[src/logic/scb_pkg.sv]
// Purpose: shared constants and types of the system control and boot block
// Assumes: 50 MHz system clock, word-aligned register bus
// Notes:   fuse field positions follow the boot word layout
package scb_pkg;

    // ****************
    // timing
    // ****************
    localparam int          SYS_PERIOD_NS = 20;
    localparam int          OSC_PERIOD_NS = 1000;
    localparam logic [15:0] OSC_TICK_CYC  = 16'(OSC_PERIOD_NS / SYS_PERIOD_NS);

    // ****************
    // register map
    // ****************
    localparam logic [11:0] OFF_RST  = 12'h000;
    localparam logic [11:0] OFF_GATE = 12'h004;
    localparam logic [11:0] OFF_HANG = 12'h008;
    localparam logic [11:0] OFF_FUSE = 12'h00c;
    localparam logic [11:0] OFF_TAG  = 12'h010;
    localparam logic [11:0] OFF_CPU  = 12'h014;
    localparam logic [11:0] OFF_UNIT = 12'h018;

    localparam int          NPERIPH      = 25;
    localparam int          PIN_UNIT_BIT = 22;
    localparam logic [31:0] RST_MASK     = 32'h01f3_0373;
    localparam logic [31:0] RST_RESET    = 32'hffff_ffff;
    localparam logic [31:0] GATE_MASK    = 32'h01e3_0373;
    localparam logic [31:0] GATE_RESET   = 32'h0000_0000;
    localparam logic        HANG_RESET   = 1'h1;

    // ****************
    // boot word fields
    // ****************
    localparam int SPD_LSB   = 0;
    localparam int SIZE_LSB  = 2;
    localparam int NOCHK_BIT = 5;
    localparam int WAIT_LSB  = 6;
    localparam int OP_LSB    = 9;
    localparam int LAT_LSB   = 17;
    localparam int AW_LSB    = 22;
    localparam int LATE_BIT  = 24;
    localparam int BUSY_BIT  = 25;
    localparam int EN_BIT    = 31;
    localparam logic [31:0] FUSE_DEFAULT = 32'h0140_0701;

    localparam logic [15:0] SCK_DIV [4] = '{16'h0002, 16'h0006, 16'h000c, 16'h0034};
    localparam logic [19:0] WAIT_OSC_DEF [8] = '{20'h00001, 20'h003e8, 20'h00bb8, 20'h02710,
                                                 20'h07530, 20'h186a0, 20'h493e0, 20'h7a120};
    localparam logic [10:0] NBLK_FULL     = 11'h400;
    localparam logic [2:0]  SIZE_MAX_CODE = 3'h5;
    localparam logic [9:0]  BLK_LAST_BIT  = 10'h3ff;
    localparam logic [16:0] FILL_LAST     = 17'h1ffff;

    localparam logic [15:0] REFRESH_DIVCOUNT = 16'h000f;
    localparam logic [15:0] REFRESH_PER      = 16'((REFRESH_DIVCOUNT + 16'h0001) << 4);

    typedef enum logic [2:0] {
        ST_FUSE = 3'h0,
        ST_WAIT = 3'h1,
        ST_SEND = 3'h3,
        ST_STAT = 3'h2,
        ST_DATA = 3'h6,
        ST_GAP  = 3'h7,
        ST_FILL = 3'h5,
        ST_DONE = 3'h4
    } scb_state_t;

endpackage : scb_pkg

[src/logic/scb_div_if.sv]
// Purpose: carrier between the block and its tick dividers
// Assumes: one clock domain
// Notes:   period of zero behaves as one
`timescale 1ns/1ps
`default_nettype none
interface scb_div_if;
    logic        en;
    logic [15:0] per;
    logic        tick;
    modport ctl (output en, output per, input tick);
    modport gen (input en, input per, output tick);
endinterface : scb_div_if
`default_nettype wire

[src/logic/scb_sysctl.sv]
// Purpose: peripheral reset and clock-gate bank, lockup reset, fuse boot loader
// Assumes: AHB-Lite single word transfers, zero wait states
// Notes:   loader fills the code store one byte per write strobe
`timescale 1ns/1ps
`default_nettype none
// Behaviour
// [RULE1] reset bank layout, all bits reset high
// [RULE2] reset bit low holds peripheral reset
// [RULE3] clock gate high lets clock through
// [RULE4] clock gate layout, all bits reset low
// [RULE5] refresh variant pulses gated clocks
// [RULE6] pins need own and pin-unit gates
// [RULE7] hang enable resets system on lockup
// [RULE8] fuse boot word read-only, captured
// [RULE9] boot fields used only when enabled
// [RULE10] serial clock divide 2,6,12,52
// [RULE11] load extent, remainder filled zero
// [RULE12] double read each block until agree
// [RULE13] release wait in oscillator cycles
// [RULE14] read opcode starts every fetch
// [RULE15] latency bits before data
// [RULE16] address width 16, 24, 32 bits
// [RULE17] late sample on falling edge
// [RULE18] nonzero busy status restarts fetch
// [RULE19] read-timing fuse bits kept zero
// [RULE20] fuse tag read-only, captured
// [RULE21] cpu identity fixed read-only
// [RULE22] unit identity fixed read-only
// [RULE23] opcode, address, latency, data, MSB first
module scb_sysctl
    import scb_pkg::*;
#(
    parameter bit          HAS_REFRESH = 1'b1,
    parameter logic [31:0] CPU_ID      = 32'h0000_1234, // arbitrary value
    parameter logic [31:0] UNIT_ID     = 32'h0000_5678, // arbitrary value
    parameter logic [19:0] WAIT_OSC [8] = WAIT_OSC_DEF
)(
    // clock and reset
    input  wire logic        sys_clk,
    input  wire logic        sys_rst,
    // register bus
    input  wire logic        hsel,
    input  wire logic [31:0] haddr,
    input  wire logic [1:0]  htrans,
    input  wire logic        hwrite,
    input  wire logic [2:0]  hsize,
    input  wire logic [31:0] hwdata,
    input  wire logic        hready,
    output logic             hreadyout,
    output logic             hresp,
    output logic [31:0]      hrdata,
    // fuse array and processor
    input  wire logic [31:0] fuse_boot_word,
    input  wire logic [31:0] fuse_tag,
    input  wire logic        cpu_lockup,
    output logic             lockup_reset,
    // peripheral controls
    output logic [24:0]      blk_rst_n,
    output logic [24:0]      blk_clk_en,
    output logic [24:0]      pin_access_en,
    // serial boot memory
    output logic             rom_cs_n,
    output logic             rom_sck,
    output logic             rom_so,
    input  wire logic        rom_si,
    // code store load port
    output logic             load_wr,
    output logic [16:0]      load_addr,
    output logic [7:0]       load_data,
    output logic             core_hold
);
    typedef struct packed {
        scb_state_t        st;
        logic              wr_pend;
        logic [11:0]       waddr;
        logic [31:0]       rdata;
        logic [31:0]       rst;
        logic [31:0]       gate;
        logic              hang;
        logic [31:0]       fuse;
        logic [31:0]       tag;
        logic              lockrst;
        logic [24:0]       clken;
        logic [24:0]       pin;
        logic              cs_n;
        logic              sck;
        logic              so;
        logic [39:0]       sh;
        logic [10:0]       bcnt;
        logic [7:0]        rx;
        logic              pass;
        logic              mism;
        logic              restart;
        logic [9:0]        blk;
        logic [16:0]       fill;
        logic [19:0]       wcnt;
        logic              wr;
        logic [16:0]       wa;
        logic [7:0]        wd;
        logic              hold;
        logic [127:0][7:0] buff;
    } scb_state_s_t;

    scb_state_s_t r;
    scb_state_s_t n;

    scb_div_if osc_if ();
    scb_div_if sck_if ();
    scb_div_if ref_if ();

    // ****************
    // boot word decode
    // ****************
    logic [31:0] eff;
    logic [2:0]  size_code;
    logic [10:0] nblk;
    logic [6:0]  nsend;
    logic [31:0] afield;

    // [RULE9] defaults unless enabled
    assign eff       = r.fuse[EN_BIT] ? r.fuse : FUSE_DEFAULT;
    assign size_code = (eff[SIZE_LSB +: 3] > SIZE_MAX_CODE) ? SIZE_MAX_CODE : eff[SIZE_LSB +: 3];
    // [RULE11] blocks in extent
    assign nblk      = NBLK_FULL >> size_code;

    // [RULE16] address width select
    always_comb begin
        unique case (eff[AW_LSB +: 2])
            2'h0:    afield = {r.blk[8:0], 7'h00, 16'h0000};
            2'h2:    afield = {15'h0000, r.blk, 7'h00};
            default: afield = {7'h00, r.blk, 7'h00, 8'h00};
        endcase
    end

    // [RULE15] latency bits follow the address
    assign nsend = 7'h08 + ((eff[AW_LSB +: 2] == 2'h0) ? 7'h10 :
                   (eff[AW_LSB +: 2] == 2'h2) ? 7'h20 : 7'h18) + {2'h0, eff[LAT_LSB +: 5]};

    assign osc_if.en  = (r.st == ST_WAIT);
    assign osc_if.per = OSC_TICK_CYC;
    assign sck_if.en  = (r.st == ST_SEND) || (r.st == ST_STAT) || (r.st == ST_DATA) || (r.st == ST_GAP);
    // [RULE10] half period of the serial clock
    assign sck_if.per = SCK_DIV[eff[SPD_LSB +: 2]] >> 1;
    assign ref_if.en  = HAS_REFRESH;
    assign ref_if.per = REFRESH_PER;

    scb_tick_div u_osc (.sys_clk(sys_clk), .sys_rst(sys_rst), .d(osc_if.gen));
    scb_tick_div u_sck (.sys_clk(sys_clk), .sys_rst(sys_rst), .d(sck_if.gen));
    scb_tick_div u_ref (.sys_clk(sys_clk), .sys_rst(sys_rst), .d(ref_if.gen));

    // ****************
    // next state
    // ****************
    logic cap;
    logic done_byte;
    logic [7:0] rxb;
    logic final_pass;
    logic chk;

    always_comb begin
        n          = r;
        chk        = !eff[NOCHK_BIT];
        final_pass = !chk || r.pass;
        cap        = sck_if.tick && (eff[LATE_BIT] ? r.sck : !r.sck);
        rxb        = {r.rx[6:0], rom_si};
        done_byte  = cap && (r.bcnt[2:0] == 3'h7);
        n.wr       = 1'b0;

        // [RULE7] lockup reset gated by enable
        n.lockrst = cpu_lockup && r.hang;
        // [RULE3] gate or refresh pulse
        // [RULE5] refresh reaches gated peripherals
        n.clken   = r.gate[24:0] | {NPERIPH{HAS_REFRESH && ref_if.tick}};
        // [RULE6] pin unit gate also needed
        n.pin     = r.gate[24:0] & {NPERIPH{r.gate[PIN_UNIT_BIT]}};

        // data phase of a write; unmapped and read-only words ignore it
        n.wr_pend = hsel && hready && htrans[1] && hwrite;
        if (hsel && hready) begin
            n.waddr = haddr[11:0];
        end
        if (r.wr_pend) begin
            unique case (r.waddr)
                // [RULE2] reserved bits stay high
                OFF_RST:  n.rst  = (hwdata & RST_MASK) | ~RST_MASK;
                OFF_GATE: n.gate = hwdata & GATE_MASK;
                OFF_HANG: n.hang = hwdata[0];
                default:  n.hang = r.hang;
            endcase
        end
        // read sees a write landing in the same cycle
        if (hsel && hready && htrans[1] && !hwrite) begin
            unique case (haddr[11:0])
                OFF_RST:  n.rdata = n.rst;
                OFF_GATE: n.rdata = n.gate;
                OFF_HANG: n.rdata = {31'h0, n.hang};
                OFF_FUSE: n.rdata = r.fuse;
                OFF_TAG:  n.rdata = r.tag;
                OFF_CPU:  n.rdata = CPU_ID;
                OFF_UNIT: n.rdata = UNIT_ID;
                default:  n.rdata = 32'h0000_0000;
            endcase
        end

        unique case (r.st)
            ST_FUSE: begin
                // [RULE8] boot word captured once
                // [RULE20] tag captured once
                n.fuse = fuse_boot_word;
                n.tag  = fuse_tag;
                n.wcnt = 20'h00000;
                n.st   = ST_WAIT;
            end
            ST_WAIT: begin
                // [RULE13] count oscillator periods
                if (osc_if.tick) begin
                    if (r.wcnt + 20'h00001 >= WAIT_OSC[eff[WAIT_LSB +: 3]]) begin
                        n.sh = {eff[OP_LSB +: 8], afield};
                        n.st = ST_SEND;
                    end else begin
                        n.wcnt = r.wcnt + 20'h00001;
                    end
                end
            end
            ST_SEND: begin
                if (sck_if.tick) begin
                    if (r.cs_n) begin
                        // [RULE14] opcode bit first
                        n.cs_n = 1'b0;
                        n.so   = r.sh[39];
                        n.bcnt = 11'h000;
                    end else if (!r.sck) begin
                        n.sck = 1'b1;
                    end else begin
                        // [RULE23] shift out MSB first
                        n.sck  = 1'b0;
                        n.sh   = {r.sh[38:0], 1'b0};
                        n.so   = r.sh[38];
                        n.bcnt = r.bcnt + 11'h001;
                        if (r.bcnt == {4'h0, nsend} - 11'h001) begin
                            n.so   = 1'b0;
                            n.bcnt = 11'h000;
                            n.st   = eff[BUSY_BIT] ? ST_STAT : ST_DATA;
                        end
                    end
                end
            end
            ST_STAT, ST_DATA: begin
                if (sck_if.tick) begin
                    n.sck = !r.sck;
                end
                // [RULE17] capture edge select
                if (cap) begin
                    n.rx   = rxb;
                    n.bcnt = r.bcnt + 11'h001;
                end
                if (done_byte && r.st == ST_STAT) begin
                    // [RULE18] busy status restarts
                    n.restart = (rxb != 8'h00);
                    n.bcnt    = 11'h000;
                    n.st      = (rxb != 8'h00) ? ST_GAP : ST_DATA;
                end else if (done_byte) begin
                    // [RULE12] first read stored, second compared
                    if (chk && !r.pass) begin
                        n.buff[r.bcnt[9:3]] = rxb;
                    end
                    if (chk && r.pass && r.buff[r.bcnt[9:3]] != rxb) begin
                        n.mism = 1'b1;
                    end
                    if (final_pass) begin
                        n.wr = 1'b1;
                        n.wa = {r.blk, r.bcnt[9:3]};
                        n.wd = rxb;
                    end
                    if (r.bcnt[9:0] == BLK_LAST_BIT) begin
                        n.st = ST_GAP;
                    end
                end
            end
            ST_GAP: begin
                if (sck_if.tick) begin
                    if (r.sck) begin
                        n.sck = 1'b0;
                    end else begin
                        n.cs_n = 1'b1;
                        n.st   = ST_SEND;
                        if (r.restart) begin
                            n.restart = 1'b0;
                        end else if (chk && !r.pass) begin
                            n.pass = 1'b1;
                            n.mism = 1'b0;
                        end else if (chk && r.mism) begin
                            // [RULE12] repeat the pair
                            n.pass = 1'b0;
                            n.mism = 1'b0;
                        end else begin
                            n.pass = 1'b0;
                            if ({1'b0, r.blk} == nblk - 11'h001) begin
                                // [RULE11] zero the unloaded part
                                n.fill = {nblk[9:0], 7'h00};
                                n.st   = (nblk == NBLK_FULL) ? ST_DONE : ST_FILL;
                            end else begin
                                n.blk = r.blk + 10'h001;
                            end
                        end
                    end
                end
            end
            ST_FILL: begin
                n.wr   = 1'b1;
                n.wa   = r.fill;
                n.wd   = 8'h00;
                n.fill = r.fill + 17'h00001;
                if (r.fill == FILL_LAST) begin
                    n.st = ST_DONE;
                end
            end
            ST_DONE: begin
                n.hold = 1'b0;
            end
            default: begin
                n.st = ST_FUSE;
            end
        endcase

        // the address must follow a block step before the next frame
        if (r.st == ST_GAP && n.st == ST_SEND) begin
            n.sh = {eff[OP_LSB +: 8], (n.blk != r.blk) ?
                    ((eff[AW_LSB +: 2] == 2'h0) ? {n.blk[8:0], 23'h0} :
                     (eff[AW_LSB +: 2] == 2'h2) ? {15'h0, n.blk, 7'h0} :
                     {7'h0, n.blk, 15'h0}) : afield};
        end
    end

    always_ff @(posedge sys_clk) begin
        if (sys_rst) begin
            r       <= '0;
            r.st    <= ST_FUSE;
            // [RULE1] all reset bits high
            r.rst   <= RST_RESET;
            // [RULE4] all gates low
            r.gate  <= GATE_RESET;
            r.hang  <= HANG_RESET;
            r.cs_n  <= 1'b1;
            r.hold  <= 1'b1;
        end else begin
            r <= n;
        end
    end

    assign hreadyout     = 1'b1;
    assign hresp         = 1'b0;
    assign hrdata        = r.rdata;
    assign lockup_reset  = r.lockrst;
    assign blk_rst_n     = r.rst[24:0];
    assign blk_clk_en    = r.clken;
    assign pin_access_en = r.pin;
    assign rom_cs_n      = r.cs_n;
    assign rom_sck       = r.sck;
    assign rom_so        = r.so;
    assign load_wr       = r.wr;
    assign load_addr     = r.wa;
    assign load_data     = r.wd;
    assign core_hold     = r.hold;
endmodule : scb_sysctl
`default_nettype wire

[src/logic/scb_tick_div.sv]
// Purpose: enable-pulse divider, one pulse every per cycles while en
// Assumes: per stable while en is high
// Notes:   restarts from zero whenever en drops
`timescale 1ns/1ps
`default_nettype none
module scb_tick_div
    import scb_pkg::*;
(
    // clock and reset
    input  wire logic sys_clk,
    input  wire logic sys_rst,
    // divider control
    scb_div_if.gen    d
);
    typedef struct packed {
        logic [15:0] cnt;
        logic        tick;
    } scb_div_state_t;

    scb_div_state_t r;
    scb_div_state_t n;

    always_comb begin
        n      = r;
        n.tick = 1'b0;
        if (!d.en) begin
            n.cnt = 16'h0000;
        end else if (r.cnt + 16'h0001 >= d.per) begin
            n.cnt  = 16'h0000;
            n.tick = 1'b1;
        end else begin
            n.cnt = r.cnt + 16'h0001;
        end
    end

    always_ff @(posedge sys_clk) begin
        if (sys_rst) begin
            r <= '0;
        end else begin
            r <= n;
        end
    end

    assign d.tick = r.tick;

endmodule : scb_tick_div
`default_nettype wire

[config.mk]
export PLATFORM = sky130hd
export DESIGN_NAME = scb_sysctl
export DESIGN_NICKNAME = d
export VERILOG_FILES = /design/src/logic/scb_pkg.sv /design/src/logic/scb_div_if.sv /design/src/logic/scb_sysctl.sv /design/src/logic/scb_tick_div.sv
export SDC_FILE = /design/constraint.sdc
export NUM_CORES = 2
export LEC_CHECK = 0
export BUFFER_PORTS_ARGS = -buffer_cell sky130_fd_sc_hd__buf_4
export CAP_MARGIN = 0
export CORE_MARGIN = 2
export CORE_UTILIZATION = 40
export CTS_BUF_LIST = sky130_fd_sc_hd__clkbuf_8 sky130_fd_sc_hd__clkbuf_16
export CTS_CLUSTER_DIAMETER = 50
export DETAILED_ROUTE_END_ITERATION = 8
export PLACE_DENSITY = 0.58
export SLEW_MARGIN = 25
export SYNTH_ARGS = -nofsm -noshare
export SYNTH_HDL_FRONTEND = slang
export SYNTH_HIERARCHICAL = 1
export SYNTH_SLANG_ARGS = --single-unit
[constraint.sdc]
create_clock -name sys_clk -period 3.6 [get_ports sys_clk]
set_input_delay 0 -clock sys_clk [delete_from_list [all_inputs] [get_ports sys_clk]]
set_output_delay 0 -clock sys_clk [all_outputs]
set_load 0.01 [all_outputs]
---- Word level (Yosys, flattened, before mapping) ----
Memory sizes are Yosys's and may differ from the RTL's.
Index checks and enable logic that the tools add are counted.
word-level totals
  memory bits (read-only) ................. 160
  input port bits ......................... 140
  output and inout bits ................... 140
  register bits ........................... 1442
  memories ................................ 1
operators by class
  eq/ne operators ......................... 49
  reductions and logical operators ........ 55
  muxes and demuxes ....................... 92
  $lt $le $gt $ge ......................... 9
  add/subtract/negate cells ............... 11
  bitwise logic cells ..................... 9
  shifts and indexed selects .............. 1
memory list
  name              depth  bits a word  read ports  clocked after memory_dff  write ports  line               RTL
  (name not given)  8      20           1           0                         0            scb_sysctl.sv:217  if (r.wcnt + 20'h00001 >= WAIT_OSC[eff[WAIT_LSB +: 3]]) begin
operators with widths
  cell                     count
  $bwmux W1024             1
  $pmux W32 S7             1
  $mux W40                 4
  $mux W32                 4
  $mux W26                 4
  $mux W27                 3
  $mux W20                 4
  $pmux W40 S2             1
  $mux W65                 1
  $pmux W32 S2             1
  $mux W29                 2
  $bmux W8 S7              1
  $demux W8 S7             1
  $mux W3                  18
  $mux W54                 1
  $mux W52                 1
  $pmux W26 S2             1
  $add A16 B1 Y16 const B  3
  $pmux W20 S2             1
  $eq A12 B4 Y1 const B    3
  $eq A12 B5 Y1 const B    3
  $pmux W17 S2             1
  $mux W11                 3
  $bmux W16 S2             1
  72 further kinds         162

---- Logic depth before layout (Yosys ltp) ----
  word-level depth ........................ 17
  depth in mapped cells ................... 20

---- Modules after synthesis ----
The synthesis kept the hierarchy.
by module, submodules not included
  module                    instances  sequential area each (sq um)  area each (sq um)  cells an instance
  scb_sysctl                1          27806.7                       59955.0            7732
  scb_tick_div (u_osc ...)  2          340.3                         1234.9             147
  scb_tick_div (u_sck)      1          340.3                         1248.7             147

---- Worst setup path before layout ----
No wires, ideal clock.
  path kind ............................... reg2reg
  start point ............................. register r[1277] (netlist bit)
  end point ............................... register r[1053] (netlist bit)
  arrival ................................. 3.611 ns
  required time ........................... 3.468 ns
  path slack .............................. -0.144 ns
  library setup time ...................... 0.132 ns
  cell stages (with the launch flop) ...... 18
  clock period less this slack ............ 3.744 ns
  cells stage by stage .................... dfxtp_1 > buf_2 > clkbuf_1 > clkbuf_1 > nand2_1 > ha_1 > nand2_1 > ha_1 > nor4b_1 > a211oi_1 > o21a_1 > o21a_1 > o21ai_0 > a21oi_1 > nor3_1 > nor2_1 > o21ai_0 > a21oi_1
between the ends
  cells in the longest elaborated chain, start to end .. 8
RTL lines
  element                                       line               RTL
  start, declared                               scb_sysctl.sv:104  scb_state_s_t r;
  start signal, assigned                        scb_sysctl.sv:347  r <= n;
  $mux W26                                      scb_sysctl.sv:121  assign eff = r.fuse[EN_BIT] ? r.fuse : FUSE_DEFAULT;
  $not A3 Y4 (implied by the code)              scb_sysctl.sv:217
  $mem_v2 Z8 W20                                --
  $mux W20 (implied by the code) (2 in series)  scb_sysctl.sv:217
  $ge A20 B20 Y1                                scb_sysctl.sv:217
  $ne A2 B2 Y1 (no line)                        --
  $reduce_and A3 Y1 (no line)                   --
Every way passes these cells. The select of a mux whose other input is x is not followed.
A chain may end at the register's enable or synchronous reset.

---- Worst setup path in the final report ----
  start point ............................. register r[1117] (netlist bit)
  end point ............................... register r[1099] (netlist bit)
between the ends
  cells in the longest elaborated chain, start to end .. 6
RTL lines
  element                        line               RTL
  $bmux W8 S7                    scb_sysctl.sv:267  if (chk && r.pass && r.buff[r.bcnt[9:3]] != rxb) begin
  $mux W8 (implied by the code)  scb_sysctl.sv:267
  $ne A8 B8 Y1                   scb_sysctl.sv:267
  $logic_and A1 B1 Y1            scb_sysctl.sv:267
  $ne A2 B2 Y1 (no line)         --
  $reduce_and A8 Y1 (no line)    --
Every way passes these cells. The select of a mux whose other input is x is not followed.

==> results.ini <==
[timing]
setup_tns_ps=-11.4
fin_crit_sh=1.00
finalSetupViolCount=1
fin_skew_ps=36.3
worst_slack_ps=-11.4
timing.slew.headroom=0.229
worstMarginPinSlew_ps=1150
fin_crit_ps=3610
whs_ps=25.5
drv_slew=0
max_freq_mhz=277
hold_viol_final=0

[worst_setup_path]
cp_top_family=simple AND/OR/NAND/NOR gates
crit_chain=nor2b_1 > nand2_1 > buf_4 > a41oi_1 > buf_4 > nor3_1 > o2111ai_1 > xor2_1 > nor4_1 > nand4_1 > a32o_1
worstSetupPathType=reg -> reg
crit_buf_inv=2
crit_top_cell=buf_4
slowest_stage=nor2b_1
cp_data_arrival_time_ps=4310
required_ps=4300
max_stage_delay_ps=710
cp_max_fo=9
critPathLaunchType=flop
end_kind=flop

[grt]
grtUsageMet3=0.0621
grtUsageMet2=0.484
grt_usage=0.311
grt_pass1_vias=58600
use_met1=0.414
overflow=0
grt_max_degree=177
grt_antenna_before_repair=9
grt_pass1_wl_um=385000
grt_most_used_layer=met2

[logic_synthesis]
netlist_area_um2=63700
synth_ff_type=dfxtp_1
synth_edf_count=0
synth.avg_cell_area_um2=7.79
yosys_warnings=6
seq_area_frac_synth=0.453
synth.distinct_cells=94
synthCells=8173
synthArstFlopShare=0
ys_seq_elements=1440

[power]
p_leak_nw=26.8
power_density_nw_per_um2=450
clockPowerShare=0.513
p_comb_frac=0.027
sw_frac_of_total=0.232
p_seq_frac=0.460
p_int_mw=26.8
irDropWorstVdd_mv=0.456
net-switching-power_mw=8.09

[routing]
wirelength_um=263000
drt_iter0_drc=7652
vias=62900
ant_nets=0
wl_per_cell_um=24.4
drt_first_pass_iters=9
viasPerCell=5.83
drc=2

[final_layout]
final_layout_size_suffix_gt1_frac=0.141
final_area_um2=77400
area_growth_pct=21.5
nNetsFinal=8801
fill_cells=15200
utilization=0.489

[die]
start_util=0.402
fp.dieH_um=403
die-area_um2=162000
core_um2=158000
ios=280
rows=146
die_w_um=403

[cts]
clock_path_buffers=3
clk_latency_ps=810
root_buffer=clkbuf_16
numCtsBuffers=170
clock_sinks=1440
cts_tree=yes
clkTransAtPathRegs_ps=60
cts_max_level=4

[place]
placed_cell_area_um2=69000
gp_congestion=0.953
numPortBuffers=235
dp_hpwl_um=175000

[job]
drv_cap=0

[outcome]
status=finished with violations
violations=design-rule violations, negative setup slack

[min_path]
hold_path.class=in -> reg

[placed cells by master, fill, tap and decap left out, types with 29 or more instances in the layout]
cell and count:
a21oi_1 1280, a221oi_1 67, a222oi_1 32, a22oi_1 251, a31oi_1 43, and2_1 38, and3_1 44, buf_12 53
buf_4 631, clkbuf_16 175, clkbuf_8 29, clkinv_2 29, conb_1 48, dfxtp_1 1426, dlygate4sd3_1 185, ha_1 80
inv_1 136, mux2_2 57, mux2i_1 98, mux4_2 39, nand2_1 2564, nand3_1 83, nand4_1 37, nor2_1 440
nor3_1 54, nor4_1 52, o21ai_0 104, o22ai_1 29, or3_1 29, xnor2_1 58, xor2_1 36
[repair_timing]
| action | in CTS | in global routing |
|---|---|---|
| buffers inserted | 5 | 20 |
| gates cloned | 0 | 4 |
| endpoints found under the setup margin | 53 | 61 |
| gates resized for setup | 7 | 76 |
| endpoints found under the hold margin | 509 | 0 |
| pin swaps | 1 | 36 |
| hold buffers | 185 | 0 |
[final cells by class]
class | count | area [um2] | area share
Multi-Input combinational cell | 5970 | 31700 | 0.410
Sequential cell | 1440 | 28900 | 0.373
Timing Repair Buffer | 883 | 7880 | 0.102
Clock buffer | 200 | 4680 | 0.0605
Tap cell | 2072 | 2590 | 0.0335
Clock inverter | 110 | 1150 | 0.0149
Inverter | 115 | 432 | 0.00558
Antenna cell | 6 | 15.0 | 0.000194
[metal layers]
layer  up-vias  wire length (um)
met5         -                48
li1      28700                 -
met2      3271            116000
met4         8             13600
met1     30200            108000
met3       704             25800
[cell usage after synthesis (9+ instances only)]
cell type / count / area share
nand2_1: 2568 / 0.15
dfxtp_1: 1440 / 0.45
a21oi_1: 1282 / 0.10
nor2_1: 447 / 0.026
clkbuf_1: 432 / 0.025
a22oi_1: 257 / 0.030
buf_4: 156 / 0.018
inv_1: 111 / 0.0065
o21ai_0: 108 / 0.0085
mux2i_1: 98 / 0.015
nand3_1: 85 / 0.0067
ha_1: 81 / 0.016
a221oi_1: 74 / 0.010
buf_2: 61 / 0.0048
xnor2_1: 61 / 0.0084
nor3_1: 60 / 0.0047
mux2_2: 57 / 0.010
nor4_1: 57 / 0.0056
and3_1: 46 / 0.0045
a31oi_1: 45 / 0.0044
mux4_2: 39 / 0.014
and2_1: 38 / 0.0037
nand4_1: 37 / 0.0036
xor2_1: 37 / 0.0051
buf_1: 34 / 0.0020
a222oi_1: 32 / 0.0050
or3_1: 32 / 0.0031
o22ai_1: 30 / 0.0029
a22o_1: 24 / 0.0033
nor2b_1: 22 / 0.0022
nand2b_1: 21 / 0.0021
a41oi_1: 18 / 0.0025
or2_2: 16 / 0.0016
a21o_1: 14 / 0.0017
o221ai_1: 14 / 0.0019
and4_1: 13 / 0.0018
o31ai_1: 13 / 0.0015
a211oi_1: 11 / 0.0013
a221o_1: 11 / 0.0017
buf_6: 11 / 0.0019
o2111ai_1: 11 / 0.0015
o21a_1: 11 / 0.0013
nor3_2: 9 / 0.0014
o211ai_1: 9 / 0.0011
[stage by stage]
step / total power [mW] / setup WS (ps) / std cells
global placement: 17.1 / -224 / 10300
CTS: 35.0 / -18.6 / 10800
finish: 34.8 / -11.4 / 10800
detailed placement: 17.1 / -243 / 10300
floorplan: 16.8 / 31.4 / 8219
global route: 35.7 / -62.7 / 10800
[power by group through the flow]
stage	combinational [mW]	sequential, mW	clock, mW
6_report	0.948	16.0	17.9
5_1_grt	1.01	16.0	18.6
4_1_cts	0.923	16.0	18.0
3_5_place_dp	0.766	16.4	0
3_3_place_gp	0.759	16.4	0
2_1_floorplan	0.446	16.4	0
[tightest hold or removal path, delay by kind of cell]
kind,cells,cell delay [ps]
and+or+nand+nor,1,40
AOI/OAI and AO/OA,1,100
buffers and inverters,2,660
[worst paths after layout]
path / cells past startpoint / slack [ps] / from / end
max: 11 / -10 / r[1117] / r[1099]
min: 4 / 30 / fuse_boot_word[17] / r[1263]
max reg2reg: 11 / -10 / r[1117] / r[1099]
min reg2reg: 1 / 440 / r[1342] / r[1342]
[sequential cells by signal (all words and copies together) (netlist names)]
| register | cells |
|---|---|
| u_osc/r | 16 |
| u_ref/r | 16 |
| blk_clk_en | 25 |
| blk_rst_n | 25 |
| r | 1251 |
| load_wr | 1 |
| u_sck/d.tick | 1 |
| lockup_reset | 1 |
| core_hold | 1 |
| load_data | 8 |
| u_osc/d.tick | 1 |
| rom_sck | 1 |
| pin_access_en | 25 |
| u_sck/r | 16 |
| rom_so | 1 |
| hrdata | 32 |
| u_ref/d.tick | 1 |
| load_addr | 17 |
| rom_cs_n | 1 |
[kinds of logic (layout without fill, tap and decap cells)]
group | after synthesis | count (layout) | synth area share
other | 2 | 54 | 0.000118
buffers and inverters | 809 | 1308 | 0.0594
multiplexers | 194 | 194 | 0.0393
XOR/XNOR | 98 | 98 | 0.0135
AO/OA/AOI/OAI | 2045 | 2045 | 0.192
flip-flops | 1440 | 1440 | 0.453
adder cells (fa/ha/maj) | 81 | 81 | 0.0159
AND/OR/NAND/NOR | 3504 | 3504 | 0.227
Power figures use the tool's default switching activity.
